`src/shared/ndoc_regs.vh`:
```
// Register map, field positions, reset values and timing counts of the directional overcurrent element
`ifndef NDOC_REGS_VH
`define NDOC_REGS_VH

`define NDOC_OFF_CTRL 6'h00
`define NDOC_OFF_RESTRAINT 6'h01
`define NDOC_OFF_OFFSET 6'h02
`define NDOC_OFF_ANGLES 6'h03
`define NDOC_OFF_FWD_PICKUP 6'h04
`define NDOC_OFF_REV_PICKUP 6'h05
`define NDOC_OFF_CUTOFF 6'h06
`define NDOC_OFF_STATUS 6'h07
`define NDOC_OFF_EVENT 6'h08

`define NDOC_CTRL_EN 0
`define NDOC_CTRL_SRC_LO 1
`define NDOC_CTRL_POL_LO 3
`define NDOC_CTRL_PVSEL 5
`define NDOC_CTRL_OPSEL 6
`define NDOC_CTRL_EVEN 7
`define NDOC_ANG_ECA_LO 0
`define NDOC_ANG_FLIM_LO 8
`define NDOC_ANG_RLIM_LO 16

`define NDOC_SRC_LINE 2'h0
`define NDOC_SRC_BKR1 2'h1
`define NDOC_SRC_BKR2 2'h2
`define NDOC_POL_VOLT 2'h0
`define NDOC_POL_CURR 2'h1
`define NDOC_POL_DUAL 2'h2

`define NDOC_RST_CTRL 8'h00
`define NDOC_RST_K 9'h03F
`define NDOC_MAX_K 9'h1F4
`define NDOC_RST_ZOFF 15'h0000
`define NDOC_MAX_ZOFF 15'h61A8
`define NDOC_RST_ECA 8'hBA
`define NDOC_MAX_ECA 8'h5A
`define NDOC_MIN_ECA 8'hA6
`define NDOC_RST_LIM 7'h5A
`define NDOC_MIN_LIM 7'h28
`define NDOC_MAX_LIM 7'h5A
`define NDOC_RST_PICKUP 15'h0032
`define NDOC_MIN_PICKUP 15'h0002
`define NDOC_MAX_PICKUP 15'h7530
`define NDOC_RST_CUTOFF 16'h0064
`define NDOC_IG_POL_MIN 16'h0032
`define NDOC_I1_RESTRAINT_MIN 16'h0320

`define NDOC_CLK_PERIOD_NS 20
`define NDOC_POWER_CYCLE_US 16667
`define NDOC_REV_PERSIST_MCYC 1250
`define NDOC_FWD_DELAY_MCYC 1500
`define NDOC_REV_PERSIST_CYC ((`NDOC_REV_PERSIST_MCYC * `NDOC_POWER_CYCLE_US + `NDOC_CLK_PERIOD_NS - 1) / `NDOC_CLK_PERIOD_NS)
`define NDOC_FWD_DELAY_CYC ((`NDOC_FWD_DELAY_MCYC * `NDOC_POWER_CYCLE_US + `NDOC_CLK_PERIOD_NS - 1) / `NDOC_CLK_PERIOD_NS)

`endif

```
`src/rtl/ndoc_angle_cmp.v`:
```
// Phase-angle comparator: tests whether a phasor lies within a symmetric zone
`timescale 1ns/100ps
`default_nettype none
module ndoc_angle_cmp (
    input wire signed [11:0] pol_ang,
    input wire signed [11:0] ref_ang,
    input wire signed [11:0] char_ang,
    input wire [6:0] limit,
    output wire in_zone
);
    localparam signed [11:0] HALF_POS = 12'sh0B3;
    localparam signed [11:0] HALF_NEG = -12'sh0B4;
    localparam signed [11:0] FULL = 12'sh168;

    // Brings an angle back into -180..179 degrees
    function signed [11:0] fold;
        input signed [11:0] a;
        begin
            if (a > HALF_POS) begin
                fold = a - FULL;
            end else if (a < HALF_NEG) begin
                fold = a + FULL;
            end else begin
                fold = a;
            end
        end
    endfunction

    wire signed [11:0] diff0 = pol_ang - ref_ang - char_ang;
    wire signed [11:0] diff = fold(fold(fold(diff0)));
    wire [11:0] mag = diff[11] ? (~diff + 12'h001) : diff;

    assign in_zone = (mag <= {5'h00, limit});
endmodule // ndoc_angle_cmp
`default_nettype wire

```
`src/rtl/ndoc_hold_timer.v`:
```
// Persistence timer: done once run has stood for LIMIT clock cycles
`timescale 1ns/100ps
`default_nettype none
module ndoc_hold_timer #(
    parameter WIDTH = 21,
    parameter [WIDTH-1:0] LIMIT = 1
) (
    input wire pclk,
    input wire presetn,
    input wire run,
    output wire done
);
    reg [WIDTH-1:0] cnt_reg;

    always @(posedge pclk or negedge presetn) begin
        if (!presetn) begin
            cnt_reg <= {WIDTH{1'b0}};
        end else if (!run) begin
            cnt_reg <= {WIDTH{1'b0}};
        end else if (cnt_reg != LIMIT) begin
            cnt_reg <= cnt_reg + {{(WIDTH-1){1'b0}}, 1'b1};
        end
    end

    assign done = run && (cnt_reg == LIMIT);
endmodule // ndoc_hold_timer
`default_nettype wire

```
`src/rtl/ndoc_direct_oc.v`:
```
// Neutral directional overcurrent element with APB settings and event record
//
// Overview of operation
// - Polarizing mode is voltage, current or dual; voltage after reset.
// - Voltage mode polarizes on zero-sequence voltage angle of the chosen source.
// - Polarizing voltage valid only above cut-off; invalid gives no voltage-polarized direction.
// - Current mode uses ground current angle, valid only above 0.05 pu.
// - Dual mode runs both comparisons; either one confirms a direction.
// - Simultaneous forward and reverse: forward wins, reverse suppressed.
// - Polarizing voltage is derived zero-sequence or external auxiliary; derived default.
// - Operating current is restrained derived neutral current or external ground current.
// - Restraint coefficient 0 to 0.500 in 0.001 steps, default 0.063.
// - Offset impedance 0 to 250.00 ohms in 0.01 steps, default zero.
// - Forward characteristic angle -90 to 90 degrees, default -70.
// - Current polarizing uses a fixed zero characteristic angle.
// - Reverse characteristic angle is forward angle turned by 180 degrees.
// - Forward limit angle 40 to 90 degrees, default 90, symmetric.
// - Reverse limit angle 40 to 90 degrees, default 90, symmetric.
// - Forward pickup 0.002 to 30.000 pu, default 0.050 pu.
// - Reverse pickup 0.002 to 30.000 pu independently, default 0.050 pu.
// - Block input inhibits both direction outputs.
// - Event logging, off by default, records output transitions.
// - Function enable, off by default; disabled keeps both outputs low.
// - Source select among line and two breaker sources; line default.
// - Output needs current above its pickup and matching direction.
// - Restraint coefficient forced to zero at or below 0.8 pu positive sequence.
// - Reverse for 1.25 power cycles delays next forward by 1.5 cycles.
`timescale 1ns/100ps
`default_nettype none
`include "ndoc_regs.vh"
module ndoc_direct_oc #(
    parameter [20:0] REV_PERSIST_CYC = `NDOC_REV_PERSIST_CYC,
    parameter [20:0] FWD_DELAY_CYC = `NDOC_FWD_DELAY_CYC
) (
    input wire pclk,
    input wire presetn,
    input wire psel,
    input wire penable,
    input wire pwrite,
    input wire [7:0] paddr,
    input wire [31:0] pwdata,
    output reg [31:0] prdata,
    output reg pready,
    output reg pslverr,
    input wire phasor_strobe,
    input wire block_in,
    input wire [47:0] src_v0_mag,
    input wire [29:0] src_v0_ang,
    input wire [47:0] src_vx_mag,
    input wire [29:0] src_vx_ang,
    input wire [47:0] src_i0_mag,
    input wire [29:0] src_i0_ang,
    input wire [47:0] src_i1_mag,
    input wire [47:0] src_ig_mag,
    input wire [29:0] src_ig_ang,
    output reg forward_fault_flag,
    output reg reverse_fault_flag,
    output reg event_strobe,
    output reg [1:0] event_code
);
    // Settings
    reg [7:0] ctrl_reg;
    reg [8:0] k_reg;
    reg [14:0] zoff_reg;
    reg [7:0] eca_reg;
    reg [6:0] flim_reg;
    reg [6:0] rlim_reg;
    reg [14:0] fpk_reg;
    reg [14:0] rpk_reg;
    reg [15:0] cut_reg;
    // Evaluation and event state
    reg fwd_pick_reg;
    reg rev_pick_reg;
    reg v_ok_reg;
    reg i_ok_reg;
    reg rev_arm_reg;
    reg evt_new_reg;
    reg [1:0] evt_last_reg;
    reg [7:0] evt_cnt_reg;

    wire enable = ctrl_reg[`NDOC_CTRL_EN];
    wire [1:0] src = ctrl_reg[`NDOC_CTRL_SRC_LO +: 2];
    wire [1:0] pol_mode = ctrl_reg[`NDOC_CTRL_POL_LO +: 2];
    wire pv_ext = ctrl_reg[`NDOC_CTRL_PVSEL];
    wire op_ext = ctrl_reg[`NDOC_CTRL_OPSEL];
    wire ev_en = ctrl_reg[`NDOC_CTRL_EVEN];

    // Source selection
    wire [15:0] v0_mag = src_v0_mag[src*16 +: 16];
    wire [9:0] v0_ang = src_v0_ang[src*10 +: 10];
    wire [15:0] vx_mag = src_vx_mag[src*16 +: 16];
    wire [9:0] vx_ang = src_vx_ang[src*10 +: 10];
    wire [15:0] i0_mag = src_i0_mag[src*16 +: 16];
    wire [9:0] i0_ang = src_i0_ang[src*10 +: 10];
    wire [15:0] i1_mag = src_i1_mag[src*16 +: 16];
    wire [15:0] ig_mag = src_ig_mag[src*16 +: 16];
    wire [9:0] ig_ang = src_ig_ang[src*10 +: 10];

    // Polarizing voltage, auxiliary taken at one third
    wire [15:0] pv_mag = pv_ext ? (vx_mag / 16'h0003) : v0_mag;
    wire [9:0] pv_ang10 = pv_ext ? vx_ang : v0_ang;
    wire v_ok = (pv_mag > cut_reg);
    wire i_ok = (ig_mag > `NDOC_IG_POL_MIN);

    // Operating quantity with positive-sequence restraint
    wire [8:0] k_eff = (i1_mag > `NDOC_I1_RESTRAINT_MIN) ? k_reg : 9'h000;
    wire [24:0] k_prod = k_eff * i1_mag;
    wire [24:0] k_div = k_prod / 25'h000_03E8;
    wire [15:0] k_term = k_div[15:0];
    wire [15:0] i_diff = (i0_mag > k_term) ? (i0_mag - k_term) : 16'h0000;
    wire [17:0] iop_calc = {1'b0, i_diff, 1'b0} + {2'b00, i_diff};
    wire [17:0] iop = op_ext ? {2'b00, ig_mag} : iop_calc;

    // Offset term dominance: Z*|I| against |V| scaled by 100
    wire [15:0] z_cur = op_ext ? (ig_mag / 16'h0003) : i0_mag;
    wire [30:0] z_prod = zoff_reg * z_cur;
    wire [22:0] pv_scaled = pv_mag * 7'h64;
    wire z_dom = (z_prod > {8'h00, pv_scaled});

    // Angles widened to 12 bits
    localparam signed [11:0] DEG180 = 12'sh0B4;
    wire signed [11:0] pv_ang = {{2{pv_ang10[9]}}, pv_ang10};
    wire [9:0] ref_ang10 = op_ext ? ig_ang : i0_ang;
    wire signed [11:0] ref_ang = {{2{ref_ang10[9]}}, ref_ang10};
    wire signed [11:0] ig_ang12 = {{2{ig_ang[9]}}, ig_ang};
    wire signed [11:0] i0_ang12 = {{2{i0_ang[9]}}, i0_ang};
    wire signed [11:0] eca_fwd = {{4{eca_reg[7]}}, eca_reg};
    wire signed [11:0] eca_rev = eca_fwd + DEG180;
    // Polarizing phasor -V + Z*I forward and -V - Z*I reverse, taken along its dominant term
    wire signed [11:0] pol_fwd = z_dom ? ref_ang : (pv_ang + DEG180);
    wire signed [11:0] pol_rev = z_dom ? (ref_ang + DEG180) : (pv_ang + DEG180);

    wire v_fwd;
    wire v_rev;
    wire c_fwd;
    wire c_rev;

    ndoc_angle_cmp u_v_fwd (
        .pol_ang(pol_fwd),
        .ref_ang(ref_ang),
        .char_ang(eca_fwd),
        .limit(flim_reg),
        .in_zone(v_fwd)
    );

    ndoc_angle_cmp u_v_rev (
        .pol_ang(pol_rev),
        .ref_ang(ref_ang),
        .char_ang(eca_rev),
        .limit(rlim_reg),
        .in_zone(v_rev)
    );

    ndoc_angle_cmp u_c_fwd (
        .pol_ang(ig_ang12),
        .ref_ang(i0_ang12),
        .char_ang(12'sh000),
        .limit(flim_reg),
        .in_zone(c_fwd)
    );

    ndoc_angle_cmp u_c_rev (
        .pol_ang(ig_ang12),
        .ref_ang(i0_ang12),
        .char_ang(DEG180),
        .limit(rlim_reg),
        .in_zone(c_rev)
    );

    // Direction decision per polarizing mode
    wire use_v = (pol_mode == `NDOC_POL_VOLT) || (pol_mode == `NDOC_POL_DUAL);
    wire use_c = (pol_mode == `NDOC_POL_CURR) || (pol_mode == `NDOC_POL_DUAL);
    wire dir_fwd = (use_v && v_ok && v_fwd) || (use_c && i_ok && c_fwd);
    wire dir_rev_any = (use_v && v_ok && v_rev) || (use_c && i_ok && c_rev);
    wire dir_rev = dir_rev_any && !dir_fwd;

    // Pickup comparisons
    wire fwd_over = (iop > {3'b000, fpk_reg});
    wire rev_over = (iop > {3'b000, rpk_reg});

    // Current reversal timing
    wire rev_persist_done;
    wire fwd_delay_done;

    ndoc_hold_timer #(
        .WIDTH(21),
        .LIMIT(REV_PERSIST_CYC)
    ) u_rev_persist (
        .pclk(pclk),
        .presetn(presetn),
        .run(rev_pick_reg),
        .done(rev_persist_done)
    );

    ndoc_hold_timer #(
        .WIDTH(21),
        .LIMIT(FWD_DELAY_CYC)
    ) u_fwd_delay (
        .pclk(pclk),
        .presetn(presetn),
        .run(fwd_pick_reg && rev_arm_reg),
        .done(fwd_delay_done)
    );

    wire active = enable && !block_in;
    wire fwd_ok = fwd_pick_reg && (!rev_arm_reg || fwd_delay_done);
    wire fwd_next = active && fwd_ok;
    wire rev_next = active && rev_pick_reg && !fwd_ok;
    wire out_change = (fwd_next != forward_fault_flag) || (rev_next != reverse_fault_flag);

    // APB decode
    wire [5:0] widx = paddr[7:2];
    wire setup = psel && !penable;
    wire mapped = (widx <= `NDOC_OFF_EVENT);
    wire wr_en = psel && penable && pready && pwrite && mapped;
    wire evt_set = ev_en && out_change;
    wire evt_clr = wr_en && (widx == `NDOC_OFF_EVENT) && pwdata[0];

    reg [31:0] rd_next;
    always @* begin
        rd_next = 32'h0000_0000;
        case (widx)
            `NDOC_OFF_CTRL: rd_next = {24'h00_0000, ctrl_reg};
            `NDOC_OFF_RESTRAINT: rd_next = {23'h00_0000, k_reg};
            `NDOC_OFF_OFFSET: rd_next = {17'h0_0000, zoff_reg};
            `NDOC_OFF_ANGLES: rd_next = {9'h000, rlim_reg, 1'b0, flim_reg, eca_reg};
            `NDOC_OFF_FWD_PICKUP: rd_next = {17'h0_0000, fpk_reg};
            `NDOC_OFF_REV_PICKUP: rd_next = {17'h0_0000, rpk_reg};
            `NDOC_OFF_CUTOFF: rd_next = {16'h0000, cut_reg};
            `NDOC_OFF_STATUS: rd_next = {25'h000_0000, rev_arm_reg, i_ok_reg, v_ok_reg,
                                         rev_pick_reg, fwd_pick_reg, reverse_fault_flag, forward_fault_flag};
            `NDOC_OFF_EVENT: rd_next = {16'h0000, evt_cnt_reg, 5'h00, evt_last_reg, evt_new_reg};
            default: rd_next = 32'h0000_0000;
        endcase
    end

    // Clamp helpers for written settings
    function [14:0] clamp15;
        input [31:0] v;
        input [14:0] lo;
        input [14:0] hi;
        begin
            if (v < {17'h0_0000, lo}) begin
                clamp15 = lo;
            end else if (v > {17'h0_0000, hi}) begin
                clamp15 = hi;
            end else begin
                clamp15 = v[14:0];
            end
        end
    endfunction

    function [6:0] clamp_lim;
        input [6:0] v;
        begin
            if (v < `NDOC_MIN_LIM) begin
                clamp_lim = `NDOC_MIN_LIM;
            end else if (v > `NDOC_MAX_LIM) begin
                clamp_lim = `NDOC_MAX_LIM;
            end else begin
                clamp_lim = v;
            end
        end
    endfunction

    function [7:0] clamp_eca;
        input [7:0] v;
        begin
            if ($signed(v) > $signed(`NDOC_MAX_ECA)) begin
                clamp_eca = `NDOC_MAX_ECA;
            end else if ($signed(v) < $signed(`NDOC_MIN_ECA)) begin
                clamp_eca = `NDOC_MIN_ECA;
            end else begin
                clamp_eca = v;
            end
        end
    endfunction

    // Mode and source codes of 3 fall back to the defaults
    wire [1:0] wr_src = (pwdata[2:1] == 2'h3) ? `NDOC_SRC_LINE : pwdata[2:1];
    wire [1:0] wr_pol = (pwdata[4:3] == 2'h3) ? `NDOC_POL_VOLT : pwdata[4:3];
    wire [8:0] wr_k = (pwdata[31:0] > {23'h00_0000, `NDOC_MAX_K}) ? `NDOC_MAX_K : pwdata[8:0];
    wire [14:0] wr_z = clamp15(pwdata, 15'h0000, `NDOC_MAX_ZOFF);

    // Settings registers
    always @(posedge pclk or negedge presetn) begin
        if (!presetn) begin
            ctrl_reg <= `NDOC_RST_CTRL;
            k_reg <= `NDOC_RST_K;
            zoff_reg <= `NDOC_RST_ZOFF;
            eca_reg <= `NDOC_RST_ECA;
            flim_reg <= `NDOC_RST_LIM;
            rlim_reg <= `NDOC_RST_LIM;
            fpk_reg <= `NDOC_RST_PICKUP;
            rpk_reg <= `NDOC_RST_PICKUP;
            cut_reg <= `NDOC_RST_CUTOFF;
        end else if (wr_en) begin
            case (widx)
                `NDOC_OFF_CTRL: ctrl_reg <= {pwdata[7:5], wr_pol, wr_src, pwdata[0]};
                `NDOC_OFF_RESTRAINT: k_reg <= wr_k;
                `NDOC_OFF_OFFSET: zoff_reg <= wr_z;
                `NDOC_OFF_ANGLES: begin
                    eca_reg <= clamp_eca(pwdata[`NDOC_ANG_ECA_LO +: 8]);
                    flim_reg <= clamp_lim(pwdata[`NDOC_ANG_FLIM_LO +: 7]);
                    rlim_reg <= clamp_lim(pwdata[`NDOC_ANG_RLIM_LO +: 7]);
                end
                `NDOC_OFF_FWD_PICKUP: fpk_reg <= clamp15(pwdata, `NDOC_MIN_PICKUP, `NDOC_MAX_PICKUP);
                `NDOC_OFF_REV_PICKUP: rpk_reg <= clamp15(pwdata, `NDOC_MIN_PICKUP, `NDOC_MAX_PICKUP);
                `NDOC_OFF_CUTOFF: cut_reg <= pwdata[15:0];
                default: cut_reg <= cut_reg;
            endcase
        end
    end

    // APB answer: zero wait states, error on unmapped words
    always @(posedge pclk or negedge presetn) begin
        if (!presetn) begin
            pready <= 1'b0;
            pslverr <= 1'b0;
            prdata <= 32'h0000_0000;
        end else begin
            pready <= setup;
            if (setup) begin
                prdata <= rd_next;
                pslverr <= !mapped;
            end
        end
    end

    // Evaluation on each phasor update
    always @(posedge pclk or negedge presetn) begin
        if (!presetn) begin
            fwd_pick_reg <= 1'b0;
            rev_pick_reg <= 1'b0;
            v_ok_reg <= 1'b0;
            i_ok_reg <= 1'b0;
        end else if (phasor_strobe) begin
            fwd_pick_reg <= dir_fwd && fwd_over;
            rev_pick_reg <= dir_rev && rev_over;
            v_ok_reg <= v_ok;
            i_ok_reg <= i_ok;
        end
    end

    // Reversal arming and registered outputs
    always @(posedge pclk or negedge presetn) begin
        if (!presetn) begin
            rev_arm_reg <= 1'b0;
            forward_fault_flag <= 1'b0;
            reverse_fault_flag <= 1'b0;
        end else begin
            if (rev_persist_done) begin
                rev_arm_reg <= 1'b1;
            end else if (fwd_next || !active) begin
                rev_arm_reg <= 1'b0;
            end
            forward_fault_flag <= fwd_next;
            reverse_fault_flag <= rev_next;
        end
    end

    // Event record, a new event wins over a clear
    always @(posedge pclk or negedge presetn) begin
        if (!presetn) begin
            event_strobe <= 1'b0;
            event_code <= 2'h0;
            evt_new_reg <= 1'b0;
            evt_last_reg <= 2'h0;
            evt_cnt_reg <= 8'h00;
        end else begin
            event_strobe <= evt_set;
            if (evt_set) begin
                event_code <= {rev_next, fwd_next};
                evt_last_reg <= {rev_next, fwd_next};
                evt_cnt_reg <= evt_cnt_reg + 8'h01;
                evt_new_reg <= 1'b1;
            end else if (evt_clr) begin
                evt_new_reg <= 1'b0;
            end
        end
    end
endmodule // ndoc_direct_oc
`default_nettype wire

```
`config.mk`:
```
export PLATFORM = sky130hd
export DESIGN_NAME = ndoc_direct_oc
export DESIGN_NICKNAME = d
export VERILOG_FILES = /design/src/rtl/ndoc_angle_cmp.v /design/src/rtl/ndoc_hold_timer.v /design/src/rtl/ndoc_direct_oc.v
export VERILOG_INCLUDE_DIRS = /design/src /design/src/shared
export SDC_FILE = /design/constraint.sdc
export NUM_CORES = 2
export LEC_CHECK = 0
export BUFFER_PORTS_ARGS = -buffer_cell sky130_fd_sc_hd__buf_4
export CORE_ASPECT_RATIO = 1.4
export CORE_MARGIN = 2
export CORE_UTILIZATION = 61
export DETAILED_ROUTE_END_ITERATION = 8
export GPL_TIMING_DRIVEN = 0
export MAX_ROUTING_LAYER = met4
export PLACE_DENSITY = 0.81
export SYNTH_ARGS = -nofsm -noshare
export SYNTH_HDL_FRONTEND = slang
export SYNTH_HIERARCHICAL = 1
export SYNTH_SLANG_ARGS = --single-unit
```
`constraint.sdc`:
```
create_clock -name pclk -period 33.2 [get_ports pclk]
set_input_delay 4.98 -clock pclk [delete_from_list [all_inputs] [get_ports pclk]]
set_output_delay 4.98 -clock pclk [all_outputs]
set_load 0.05 [all_outputs]
```
==> run metrics <==
status=completed; Final Cell Area=53400 um^2; power consumption=2.85 mW; Via Count=48359; min cycle time layout=31170 ps; most instantiated cells after synthesis=nand2_1, inv_1, nor2_1, ha_1, o21ai_0; Fin. Hold Viols=0; Final #Nets=7695; setup violators final=0; RSZ-0062 raised after global routing=false; sequential element share of the synthesized area=9.75%; largest net degree at the start of global routing=119; multi-input logic area=39700 um^2; min-delay src=prdata[5]; post-synth top area share=13.9%; share of layout cells above drive strength 1=14.6%; fmax=32.1 MHz; Cell Count, Final, Fillers Out=7625; top_reg_cell synth=dfrtp_1; filler instances=6689; number of buffers added on ports=425; Reg power frac=8.0%; Synth area leaders=fa_1, ha_1, dfrtp_1; aggregate global routing overflow=0; most frequent cell after synthesis=nand2_1; all-layer global routing usage=39.8%; area of the core=78000 um^2; Root Driver=clkbuf_16; Die Height=336 um; Clock Tree Buf Depth=2; antenna violations before repair=17; R2R Path Start=ctrl_reg[1]; Seq. cell area=4690 um^2; Net Sw Frac=52.4%; Pwr Density=53.3 nW/um^2; Worst Tran Pin Value=1390 ps; total wire length=158000 um; CP Launch Point=src_i1_mag[39]; clk sink count=186; YS warnings=6; Max-Slew Margin vs Limit=7.23%; max FFs per register=23; Mapped Area=48100 um^2; NetSw=1.49 mW; Cell Int Power=1.36 mW; Logic pwr share=84.2%; H-tree levels=4; Area Growth Syn to Fin=11.2%; Leakage Power=25.0 nW; Required @ worst endpoint=33580 ps; Cell Area, Placed=52800 um^2; setup ws final=2030 ps; vias in the first global route=47526; Setup TNS=0 ps; Yosys cell types=148; Slew Limit Fails=0; crit end category=flip-flop; Yosys reg bits=186; grt met1 use=42.7%; final hold slack=484 ps; TritonRoute pass-1 iters=6; critical path fanouts, max=10; placed insts=7577; worst slack at placement=1830 ps; Worst Setup Path Type=in2reg; Placement Rows=121; area leader, netlist=fa_1; TritonCTS clock tree=built; GR met3 Demand/Resource=6.61%; Horiz. Die Dim=241 um; Initial Utilization=61.7%; first-pass GRT wire length=248000 um; HP Class=reg2reg; Die ar.=81100 um^2; Clock transition at path regs=70 ps; CTS buffer count=17; Post-synth EDFFs=0; Avg Cell Area, Syn=7.92 um^2; io pins=446; average vias per placed instance=6.34; Worst-Skew Late Latency=460 ps; startpoint types=primary input; CP max stage delay=990 ps; Antenna Nets Post-Route=0; Most Crowded Layer GR=met2; met2 Use GR=67.0%; clock power share=7.8%; Hold-fix buffers, CTS=0; CP delay by family, top=compound AO/OA/AOI/OAI gates; # DRC=0; fraction of registers with async set/reset=100%; Max Cap Viol=0; Max VDD drop=0.125 mV; routed len/inst=20.7 um; estimated wirelength of the detail-placed design=131000 um; post-layout util=68.5%; CP max-delay cell=a21oi_1; Mapped Cells=6069; Most common cell on crit path=a21o_1; sum of buffers and inverters on the critical path=12; critical path data arrival time=31550 ps; GPL Wtd Cong=1.01; Setup Skew=10.4 ps; first-iteration detailed-routing DRC count=3406; period utilisation layout=93.9%
==> layout make-up <==
class                   instances  area share, %
diodes                         17         0.0796
plain buffers                 270           2.59
clock buffers                  21          0.843
clock inverters                11          0.318
inverters                     641           4.51
multi-input cells            5005           74.3
flip-flops and latches        186           8.77
well taps                    1045           2.45
repair buffers                429           6.10
==> worst reg2reg max path: cells and delay by family (launching register included) <==
family	cells	cell delay (ps)
mux	5	1940
fa+ha+maj	9	3390
flops	1	330
xor+xnor	3	570
simple gates	22	4640
buf+inv	20	7790
compound gates	49	12420
==> per-layer routing <==
layer  part of all wire [%]  vias up  routed length (um)
met5                      0        -                   0
met4                    7.9        0               12500
met3                    7.4      592               11700
met2                     49     2144               76600
met1                     36    23229               57100
li1                       -    22394                   -
==> path summary, 6_finish.rpt <==
check	end	slack, ps	cells past startpoint
min reg2reg	prdata[5]	480	1
max reg2reg	fwd_pick_reg	2040	108
min in group asynchronous	prdata[6]	4480	1
max in group asynchronous	k_reg[7]	27720	2
min	prdata[5]	480	1
max	fwd_pick_reg	2030	105
==> kinds of logic (layout without fill, tap and decap cells) <==
group / count (synthesis) / in the layout / share of synthesized area, %
AND/OR/NAND/NOR: 1985 / 1985 / 20.4
buffers and inverters: 912 / 1372 / 7.87
multiplexers: 242 / 242 / 5.76
XOR/XNOR: 314 / 314 / 6.38
AO/OA/AOI/OAI: 1682 / 1682 / 25.2
adder cells (fa/ha/maj): 746 / 746 / 24.6
other: 2 / 53 / 0.0156
flip-flops: 186 / 186 / 9.75
==> cell usage in the layout, fill, tap and decap left out, types with 65 or more instances in the layout <==
cell | Yosys | final
clkbuf_1 | 160 | 160
inv_1 | 632 | 632
buf_4 | 32 | 457
fa_1 | 335 | 335
a21o_1 | 134 | 134
nand2_1 | 719 | 719
nor2_1 | 415 | 415
ha_1 | 403 | 403
dfrtp_1 | 158 | 158
xor2_1 | 77 | 77
nand2b_1 | 72 | 72
mux2i_1 | 153 | 153
nor3_1 | 108 | 108
a21oi_1 | 294 | 294
xnor2_1 | 204 | 204
o21ai_1 | 82 | 86
nand3_1 | 112 | 112
mux2_2 | 65 | 65
and2_1 | 155 | 155
o21ai_0 | 346 | 341
==> power groups by stage <==
stage / logic, mW / clock network (mW) / registers [mW]
after floorplan: 1.89 / 0 / 0.234
after global placement: 2.29 / 0 / 0.233
after detailed placement: 2.34 / 0 / 0.233
after CTS: 2.35 / 0.220 / 0.229
after global routing: 2.62 / 0.228 / 0.229
final: 2.40 / 0.221 / 0.229
==> what timing repair did <==
action / CTS / global route
setup buffers: 0 / 0
resized for setup: 0 / 4
setup endpoints to repair: 0 / 2
No activity file was read; power rests on OpenSTA's default activity.
